### src/hw/flash_cmd_pkg.sv
// Constants and types for the flash command interpreter and status byte
// How it works
// - Byte b7 enters wide address mode, no address, single-wire only.
// - Byte b9 enters deep sleep, no address, both instruction modes.
// - Byte b0 is an alternate suspend command, no address, both modes.
// - Byte c7 is an alternate whole-array erase, no address, both modes.
// - Lock bit clear means no write protection; it defaults to zero.
// - Stored protect range bits 4..2 apply while config bit 3 is zero.
// - Volatile protection forces stored range to 111b and freezes it.
// - Stored bit 6 is read-only, zero, seeds the program error flag.
// - Stored bit 5 is read-only, zero, seeds the erase error flag.
// - Stored bit 1 is read-only, zero, seeds the write enable latch.
// - Stored bit 0 is read-only, zero, seeds the busy flag.
// - Latch clear ignores writes, program, erase; only enable/disable move it.
// - Volatile range mirrors stored range unless protection is volatile.
package flash_cmd_pkg;
	localparam logic [7:0] OP_WIDE_ADDR   = 8'hb7;
	localparam logic [7:0] OP_SLEEP       = 8'hb9;
	localparam logic [7:0] OP_SUSPEND_ALT = 8'hb0;
	localparam logic [7:0] OP_ERASE_ALT   = 8'hc7;
	localparam logic [7:0] OP_LEGACY_RST  = 8'hf0;
	localparam logic [7:0] OP_WREN        = 8'h06;
	localparam logic [7:0] OP_WRDI        = 8'h04;
	localparam logic [7:0] OP_WRITE_STAT  = 8'h01;
	localparam logic [7:0] STAT_NV_RESET  = 8'h00;
	localparam logic [2:0] RANGE_FROZEN   = 3'h7;
	localparam int unsigned BIT_LOCK      = 7;
	localparam int unsigned BIT_RANGE_LO  = 2;
	localparam int unsigned BIT_WEL       = 1;
	localparam logic [7:0] STAT_RO_MASK   = 8'h63;
	localparam int unsigned CFG_VOL_BIT   = 3;
	localparam logic [2:0] BIT_CNT_LAST   = 3'h7;
	localparam logic [2:0] NIB_CNT_LAST   = 3'h1;

	typedef enum logic [1:0] {
		ST_OPCODE = 2'b00,
		ST_DATA   = 2'b01,
		ST_IGNORE = 2'b11
	} phase_e;

	typedef struct packed {
		logic wide_addr;
		logic sleep;
		logic suspend;
		logic erase;
		logic soft_reset;
	} cmd_pulse_s;

	typedef struct packed {
		phase_e     phase;
		logic [2:0] cnt;
		logic [7:0] shreg;
		logic [7:0] op;
		logic [1:0] sck_sync;
		logic [1:0] cs_sync;
		logic [3:0] io0_sync;
		logic [7:0] io_sync;
		logic       sck_prev;
		logic [7:0] stat_nv;
		logic [7:0] stat_v;
		logic       loaded;
		cmd_pulse_s pulse;
		logic       refused;
	} core_s;
endpackage : flash_cmd_pkg

### src/hw/flash_cmd_status.sv
// Command decoder and non-volatile status byte of a serial flash
`timescale 1ns/1ps
module flash_cmd_status
	import flash_cmd_pkg::*;
(
	input  wire logic       ref_clk_i,
	input  wire logic       reset_n_i,
	input  wire logic       clk_en_i,
	input  wire logic       sck_i,
	input  wire logic       cs_n_i,
	input  wire logic [3:0] io_i,
	input  wire logic       wp_n_i,
	input  wire logic       four_wire_instruction_mode_i,
	input  wire logic       cfg_vol_protect_i,
	output logic [7:0]      status_one_nonvolatile_o,
	output logic [7:0]      status_one_volatile_o,
	output logic            enter_wide_addr_cmd_o,
	output logic            enter_sleep_cmd_o,
	output logic            suspend_cmd_o,
	output logic            whole_array_erase_cmd_o,
	output logic            legacy_reset_cmd_o,
	output logic            write_refused_o
);
	core_s q, d;
	logic       sck_rise, cs_n, qmode, last_bit;
	logic [7:0] shifted, wr_nv;

	always_comb begin
		sck_rise = q.sck_sync[1] & ~q.sck_prev;
		cs_n     = q.cs_sync[1];
		qmode    = four_wire_instruction_mode_i;
		shifted  = qmode ? {q.shreg[3:0], q.io_sync[7:4]} : {q.shreg[6:0], q.io0_sync[1]};
		last_bit = qmode ? (q.cnt == NIB_CNT_LAST) : (q.cnt == BIT_CNT_LAST);
		wr_nv    = q.stat_nv;
		d        = q;
		d.sck_sync = {q.sck_sync[0], sck_i};
		d.cs_sync  = {q.cs_sync[0], cs_n_i};
		d.io0_sync = {q.io0_sync[2:0], q.io0_sync[1]};
		d.io0_sync[0] = io_i[0];
		// Nibble lines get two stages like every other pin
		d.io_sync  = {q.io_sync[3:0], io_i};
		d.sck_prev = q.sck_sync[1];
		d.pulse    = '0;
		d.refused  = 1'b0;
		if (!q.loaded) begin
			d.stat_v = q.stat_nv;
			d.loaded = 1'b1;
		end
		if (cfg_vol_protect_i) begin
			d.stat_nv[BIT_RANGE_LO +: 3] = RANGE_FROZEN;
		end else begin
			d.stat_v[BIT_RANGE_LO +: 3] = q.stat_nv[BIT_RANGE_LO +: 3];
		end
		d.stat_v[BIT_LOCK] = q.stat_nv[BIT_LOCK];
		if (cs_n) begin
			d.phase = ST_OPCODE;
			d.cnt   = '0;
		end else if (sck_rise && q.phase != ST_IGNORE) begin
			d.shreg = shifted;
			d.cnt   = q.cnt + 3'h1;
			if (last_bit) begin
				d.cnt   = '0;
				d.phase = ST_IGNORE;
				if (q.phase == ST_OPCODE) begin
					d.op = shifted;
					case (shifted)
						OP_WIDE_ADDR: d.pulse.wide_addr = ~qmode;
						OP_SLEEP: d.pulse.sleep = 1'b1;
						OP_SUSPEND_ALT: d.pulse.suspend = 1'b1;
						OP_ERASE_ALT: begin
							d.pulse.erase = q.stat_v[BIT_WEL];
						end
						OP_LEGACY_RST: d.pulse.soft_reset = ~qmode;
						OP_WREN: d.stat_v[BIT_WEL] = 1'b1;
						OP_WRDI: d.stat_v[BIT_WEL] = 1'b0;
						OP_WRITE_STAT: d.phase = ST_DATA;
						default: d.phase = ST_IGNORE;
					endcase
				end else begin
					if (!q.stat_v[BIT_WEL]) begin
						d.refused = 1'b1;
					end else if (q.stat_nv[BIT_LOCK] && !q.io0_sync[3]) begin
						d.refused = 1'b1;
					end else begin
						// Read-only default bits keep their stored value
						wr_nv = (shifted & ~STAT_RO_MASK) | (q.stat_nv & STAT_RO_MASK);
						if (cfg_vol_protect_i) begin
							wr_nv[BIT_RANGE_LO +: 3] = RANGE_FROZEN;
							d.stat_v[BIT_RANGE_LO +: 3] = shifted[BIT_RANGE_LO +: 3];
						end
						// Latch is left alone: only enable and disable move it
						d.stat_nv = wr_nv;
					end
				end
			end
		end
		// Pin is sampled through the spare sync stages of the io0 chain
		d.io0_sync[3] = q.io0_sync[2];
		d.io0_sync[2] = wp_n_i;
	end

	always_ff @(posedge ref_clk_i) begin
		if (!reset_n_i) begin
			q <= '{phase: ST_OPCODE, cnt: '0, shreg: '0, op: '0, sck_sync: '0,
				cs_sync: 2'b11, io0_sync: '0, io_sync: '0, sck_prev: 1'b0,
				stat_nv: STAT_NV_RESET, stat_v: '0, loaded: 1'b0, pulse: '0,
				refused: 1'b0};
		end else if (clk_en_i) begin
			q <= d;
		end
	end

	always_comb begin
		status_one_nonvolatile_o = q.stat_nv;
		status_one_volatile_o    = q.stat_v;
		enter_wide_addr_cmd_o    = q.pulse.wide_addr;
		enter_sleep_cmd_o        = q.pulse.sleep;
		suspend_cmd_o            = q.pulse.suspend;
		whole_array_erase_cmd_o  = q.pulse.erase;
		legacy_reset_cmd_o       = q.pulse.soft_reset;
		write_refused_o          = q.refused;
	end

	AST_WIDE_QPI: assert property (@(posedge ref_clk_i) disable iff (!reset_n_i)
		q.pulse.wide_addr |-> !$past(four_wire_instruction_mode_i))
		else $error("wide address entered in four-wire mode");
	AST_LEGACY_QPI: assert property (@(posedge ref_clk_i) disable iff (!reset_n_i)
		q.pulse.soft_reset |-> !$past(four_wire_instruction_mode_i))
		else $error("legacy reset taken in four-wire mode");
	AST_RANGE_FROZEN: assert property (@(posedge ref_clk_i) disable iff (!reset_n_i)
		cfg_vol_protect_i && clk_en_i ##1 clk_en_i
		|=> q.stat_nv[BIT_RANGE_LO +: 3] == RANGE_FROZEN)
		else $error("stored range not frozen");
	AST_RO_BITS: assert property (@(posedge ref_clk_i) disable iff (!reset_n_i)
		(q.stat_nv & STAT_RO_MASK) == (STAT_NV_RESET & STAT_RO_MASK))
		else $error("read-only status bit changed");
	AST_LOCK_REFUSE: assert property (@(posedge ref_clk_i) disable iff (!reset_n_i)
		q.refused |-> $stable(q.stat_nv))
		else $error("refused write changed stored status");
	AST_ERASE_WEL: assert property (@(posedge ref_clk_i) disable iff (!reset_n_i)
		q.pulse.erase |-> $past(q.stat_v[BIT_WEL]))
		else $error("erase without write enable");
	AST_WEL_ONLY_CMD: assert property (@(posedge ref_clk_i) disable iff (!reset_n_i)
		$changed(q.stat_v[BIT_WEL]) |-> q.op == OP_WREN || q.op == OP_WRDI)
		else $error("write enable latch moved by another command");
	AST_MIRROR: assert property (@(posedge ref_clk_i) disable iff (!reset_n_i)
		!cfg_vol_protect_i && clk_en_i ##1 !cfg_vol_protect_i && clk_en_i
		|=> q.stat_v[BIT_RANGE_LO +: 3] == $past(q.stat_nv[BIT_RANGE_LO +: 3]))
		else $error("volatile range not mirroring");
	AST_ONE_PULSE: assert property (@(posedge ref_clk_i) disable iff (!reset_n_i)
		$onehot0(q.pulse))
		else $error("more than one command pulse");
	AST_LOAD: assert property (@(posedge ref_clk_i) disable iff (!reset_n_i)
		$rose(q.loaded) |-> q.stat_v == q.stat_nv)
		else $error("power-up load missed");
	COV_SLEEP: cover property (@(posedge ref_clk_i) q.pulse.sleep);
	COV_ERASE: cover property (@(posedge ref_clk_i) q.pulse.erase);
	COV_REFUSE: cover property (@(posedge ref_clk_i) q.refused);
	COV_WIDE: cover property (@(posedge ref_clk_i) q.pulse.wide_addr);
	COV_SUSPEND: cover property (@(posedge ref_clk_i) q.pulse.suspend);
endmodule : flash_cmd_status

### config.mk
export PLATFORM = sky130hd
export DESIGN_NAME = flash_cmd_status
export DESIGN_NICKNAME = d
export VERILOG_FILES = /design/src/hw/flash_cmd_pkg.sv /design/src/hw/flash_cmd_status.sv
export SDC_FILE = /design/constraint.sdc
export NUM_CORES = 1
export LEC_CHECK = 0
export BUFFER_PORTS_ARGS = -buffer_cell sky130_fd_sc_hd__buf_2
export CAP_MARGIN = 20
export CORE_MARGIN = 10
export CORE_UTILIZATION = 27
export CTS_BUF_LIST = sky130_fd_sc_hd__clkbuf_8 sky130_fd_sc_hd__clkbuf_16
export DETAILED_ROUTE_END_ITERATION = 8
export GPL_TIMING_DRIVEN = 1
export PLACE_DENSITY = 0.46
export SYNTH_ARGS = -nofsm -noshare
export SYNTH_HDL_FRONTEND = slang
export SYNTH_SLANG_ARGS = --single-unit
### constraint.sdc
create_clock -name ref_clk_i -period 5.4 [get_ports ref_clk_i]
set_clock_uncertainty 0.2 [all_clocks]
set_input_delay 0 -clock ref_clk_i [delete_from_list [all_inputs] [get_ports ref_clk_i]]
set_output_delay 0 -clock ref_clk_i [all_outputs]
set_load 0.005 [all_outputs]
# Yosys cells after proc, flatten, opt, wreduce, memory -nomap -nowiden
# Cells that the tools add are included.
dict set report classes {
  n_addsub 1
  eq_ne 11
  n_mux 40
  n_bitwise 8
  reduce_logical 12
}
# cell count
set ops {}
lappend ops {{5-bit 2-to-1 mux} 9}
lappend ops {{8-bit == test, second input constant} 5}
lappend ops {{6-bit 2-to-1 mux} 4}
lappend ops {{8-bit 2-to-1 mux} 3}
lappend ops {{21-bit 2-to-1 mux} 1}
lappend ops {{3-bit 2-to-1 mux} 7}
lappend ops {{8-bit by 3-bit == test with 1-bit output, second input constant} 2}
lappend ops {{4-bit 2-to-1 mux} 3}
lappend ops {{1-bit 2-to-1 mux} 10}
lappend ops {{8-bit by 1-bit == test with 1-bit output, second input constant} 1}
lappend ops {{8-bit by 7-bit OR with 8-bit output} 1}
lappend ops {{7-bit AND reduction} 1}
lappend ops {{1-bit NOT} 6}
lappend ops {{3-bit AND reduction} 2}
lappend ops {{5-bit AND reduction} 1}
lappend ops {{2-bit 2-to-1 mux} 2}
lappend ops {{2-bit AND reduction} 2}
lappend ops {{2-bit nonzero test} 2}
lappend ops {{3-bit by 1-bit adder with 3-bit output, second input constant} 1}
lappend ops {{3-bit by 1-bit == test with 1-bit output, second input constant} 1}
lappend ops {{3-bit == test, second input constant} 1}
lappend ops {{1-bit logical AND} 2}
lappend ops {{2-bit zero test} 1}
lappend ops {{2-bit != test, second input constant} 1}
lappend ops {{other kinds (3)} 3}
dict set report totals {
  regBits 61
  input_bits 12
  output_inout_bits 22
  wordCells 92
}

# Depth between registers and ports, before layout
dict set report logic_depth {
  depth_word 9
  depth_mapped 6
  depth_no_buf 5
}

# Worst setup path after synthesis
# No wires, ideal clock.
dict set report synth_timing {
  path_kind {reg-to-reg}
  startpoint {reg q[49] (netlist name)}
  endpoint {reg q, in the netlist status_one_volatile_o[1]}
  setup_time_ns 0.132
  arrival_time_ns 1.451
  required_time_ns 5.068
  setup_slack_ns 3.616
  stages_incl_launch_ff 6
  n_path_buf 0
  period_less_slack_ns 1.784
  cell_sequence {dfxtp_1 or3b_1 a2111oi_4 a31oi_1 o21ai_0 a21oi_1}
}
dict set report synth_via {
  elab_chain_len 7
  word_cells_on_any_way 8
}
# item line_no
set synth_lines {}
lappend synth_lines {{from (decl)} flash_cmd_status.sv:24} ;# core_s q, d;
lappend synth_lines {{from (signal assigned)} flash_cmd_status.sv:104} ;# q <= '{phase: ST_OPCODE, cnt: '0, shreg: '0, op: '0, sck_sync: '0,
lappend synth_lines {{8-bit 2-to-1 mux (*)} flash_cmd_status.sv:32} ;# shifted = qmode ? {q.shreg[3:0], q.io_sync[7:4]} : {q.shreg[6:0], q.io0_sync[1]};
lappend synth_lines {{8-bit by 3-bit == test with 1-bit output} flash_cmd_status.sv:66} ;# case (shifted)
lappend synth_lines {{1-bit case mux with 2 select lines (*)} flash_cmd_status.sv:66}
lappend synth_lines {{1-bit 2-to-1 mux (*)} flash_cmd_status.sv:64} ;# if (q.phase == ST_OPCODE) begin
lappend synth_lines {{4-bit 2-to-1 mux (*)} flash_cmd_status.sv:61} ;# if (last_bit) begin
lappend synth_lines {{4-bit 2-to-1 mux (*)} flash_cmd_status.sv:58} ;# end else if (sck_rise && q.phase != ST_IGNORE) begin
lappend synth_lines {{4-bit 2-to-1 mux (*)} flash_cmd_status.sv:55} ;# if (cs_n) begin
# Mark *: on every way between the ends. The rest lies on a longest branch, timed or not.
# A chain may end at the register's enable or synchronous reset.

# Final worst setup path
dict set report layout_timing {
  startpoint {reg q[56] (netlist name)}
  endpoint {reg q, in the netlist status_one_nonvolatile_o[3]}
}
dict set report layout_via {
  elab_chain_len 5
  word_cells_on_any_way 6
}
# item line_no
set layout_lines {}
lappend layout_lines {{3-bit == test / 3-bit by 1-bit == test with 1-bit output (equally long branches)} flash_cmd_status.sv:33} ;# last_bit = qmode ? (q.cnt == NIB_CNT_LAST) : (q.cnt == BIT_CNT_LAST);
lappend layout_lines {{1-bit 2-to-1 mux (*)} flash_cmd_status.sv:33}
lappend layout_lines {{5-bit 2-to-1 mux (*)} flash_cmd_status.sv:61}
lappend layout_lines {{5-bit 2-to-1 mux (*)} flash_cmd_status.sv:58}
lappend layout_lines {{5-bit 2-to-1 mux (*)} flash_cmd_status.sv:55}
# Marked as above.

==> results.toml <==
[worst_setup_path]
r2r_setup_slack_ns = 3.44
worstSetupEndpoint = "status_one_nonvolatile_o[3]"
crit_buf_inv = 0
crit_chain = "nand4bb_1, nand2_2, nor3b_4, nand3b_1, o221a_2"
critPathMaxFanout = 10
start_kind = "flip-flop"
crit_required_ns = 5.39
r2r-end = "status_one_nonvolatile_o[3]"
critical_path.startpoint = "q[56]"
end_kind = "flip-flop"
critPathArrivalTime_ns = 1.95
worstSetupPathType = "flip-flop to flip-flop"
worst-path-stages = 5
crit_family = "simple AND/OR/NAND/NOR gates"
reg2reg_from = "q[56]"
slowest_delay_ns = 0.41
reg2reg_depth = 5
slowest_stage = "dfxtp_1"

[sta]
relSlewSlack_pct = 51.6
rsz0062_at_grt = "no"
finalHoldViolations = 0
finalCritPeriodShare_pct = 36.4
slew_viol_final = 0
max_freq_mhz = 509
setup_tns_ns = 0
setup_violations = 0
worstMarginPinSlew_ns = 0.727
fin_crit_ns = 1.96

[routing]
wl_per_cell_um = 14.2
first_pass_iters = 4
drt-total-wl_um = 5280
avgViaCountPerCell = 4.69
vias = 1740
drc = 0
drt-initial-drc-count = 87
ant_nets = 0

[clock_tree]
cts_setup_buffers = 0
clk_pin_slew_worst_paths_ns = 0.09
cts_buffer_depth = 2
cts.repair.resized = 0
cts_tree = "done"
numCtsBuffers = 5
clock-sinks = 43
cts_root_buf = "clkbuf_8"
ctsHtreeMaxLevel = 2
clock_latency_ns = 0.29
ctsHoldBuffers = 10

[floorplanning]
core_area_um2 = 7850
die_width_um = 110
io-pin-count = 34
initial_utilization_pct = 28.1
die_area_um2 = 12200
rows = 32
die_h_um = 110

[grt]
grtUsageMet2_pct = 12.8
gr-total-overflow = 0
grt_max_degree = 32
grt_pass1_vias = 1704
gr-usage-met3_pct = 2.32
met1_usage_pct = 13.0
grtUsageTotal_pct = 9.10
antenna_found_initial = 0
grt_pass1_wl_um = 8830
top_usage_layer = "met1"

[final_layout]
stdcell_area_um2 = 2580
area.growth.synth_to_final_pct = 16.9
drive_gt1_share_pct = 18.6
layout.nets = 281
final_cell_mix = "dfxtp_1 (43), nor2_1 (30), buf_2 (26)"
mostFrequentLayoutCell = "dfxtp_1"
diodes = 0

[synth]
synth_top_area_cell = "dfxtp_1"
yosys_warnings = 0
synthCells = 246
synth_edf_count = 0
avgSynthCellArea_um2 = 8.96
synthesis.area_um2 = 2200
yosys.cell_types.count = 43
yosys_register_bits = 43
yosysTopAreaCellShare_pct = 39.0
netlist_top_cells_area = "dfxtp_1 (39%), mux2i_1 (11%), buf_4 (5.4%)"
ys_seq_area_share_pct = 39.0
async_flop_share_pct = 0
synth_ff_type = "dfxtp_1"

[power]
ir_drop_uv = 147
power_density_nw_per_um2 = 269
cellLeakagePower_uw = 0.00106

[place]
place_congestion = 0.756
placed_area_um2 = 2310
hpwl_um = 3750
io_buffers = 26

[flow_run]
maxCapViolCount = 0

[hold_path]
hp-class = "input port to flip-flop"
hold_depth = 3

[run_status]
status = "complete, no violations"
-- flip-flops by register name (all words and copies together), names as in the netlist --
register                  flops
cs_n                          1
legacy_reset_cmd_o            1
enter_sleep_cmd_o             1
d                             8
write_refused_o               1
q                            19
whole_array_erase_cmd_o       1
enter_wide_addr_cmd_o         1
suspend_cmd_o                 1
status_one_volatile_o         5
status_one_nonvolatile_o      4
-- per-layer routing --
metal | up-vias | part of all wire (%)
met1 | 816 | 52
met5 | - | 0
met2 | 28 | 42
met3 | 2 | 5.5
met4 | 0 | 0.72
li1 | 894 | -
-- layout make-up --
cell class	instances	area (µm²)
Multi-Input combinational cell	176	1180
Fill cell	861	5270
Clock inverter	3	67.6
Timing Repair Buffer	37	258
Tap cell	102	128
Clock buffer	5	68.8
Inverter	5	18.8
Sequential cell	43	861
-- cells by family (layout without fill, tap and decap cells) --
kind of cell             Yosys count  after routing  share of synthesized area, %
buffers and inverters             33             50                          8.63
other                              1              7                         0.170
flip-flops                        43             43                          39.0
adder cells (fa/ha/maj)            1              1                         0.567
multiplexers                      28             28                          12.9
AO/OA/AOI/OAI                     49             49                          16.7
AND/OR/NAND/NOR                   91             91                          22.0
-- worst min path at each step --
stage                                      start                     to
global placement                          cs_n_i                  d[37]
finish              four_wire_instruction_mode_i  enter_wide_addr_cmd_o
floorplan                                 cs_n_i                  d[37]
CTS                 four_wire_instruction_mode_i  enter_wide_addr_cmd_o
detailed placement                        cs_n_i                  d[37]
global route        four_wire_instruction_mode_i  enter_wide_addr_cmd_o
-- power by group --
| group | internal (µW) | switching, µW | total [µW] |
|---|---|---|---|
| logic | 28.4 | 31.7 | 60.1 |
| registers | 325 | 7.37 | 333 |
| clock network | 185 | 116 | 300 |
-- cell usage after synthesis (3+ instances only) --
master    instances
a211oi_1         11
a21oi_1          10
a31oi_1           3
buf_2             5
buf_4            16
clkbuf_1          7
dfxtp_1          43
inv_1             5
mux2_2            3
mux2i_1          25
nand2_1          21
nand2b_1          4
nand3_1           7
nand3b_1          4
nand4_1           4
nor2_1           30
nor3_1            4
o21ai_0          11
o221a_2           3
or2_2             3
-- through the flow --
step	hold slack, ns	std cells	total power (µW)	setup slack [ns]	utilization (%)
global route	0.109	371	730	3.29	32.8
finish	0.0787	371	693	3.44	32.8
floorplan	-0.0716	252	384	3.62	-
detailed placement	0.0299	352	392	3.34	29.5
CTS	0.0722	370	703	3.38	32.5
global placement	0.0193	352	392	3.33	29.5
-- worst register-to-register path: cells and delay by family (launching register included) --
| kind | cells | cell delay (ns) |
|---|---|---|
| and+or+nand+nor | 4 | 0.96 |
| AOI/OAI and AO/OA | 1 | 0.28 |
| DFF | 1 | 0.41 |
No activity file was read; power rests on OpenSTA's default activity.
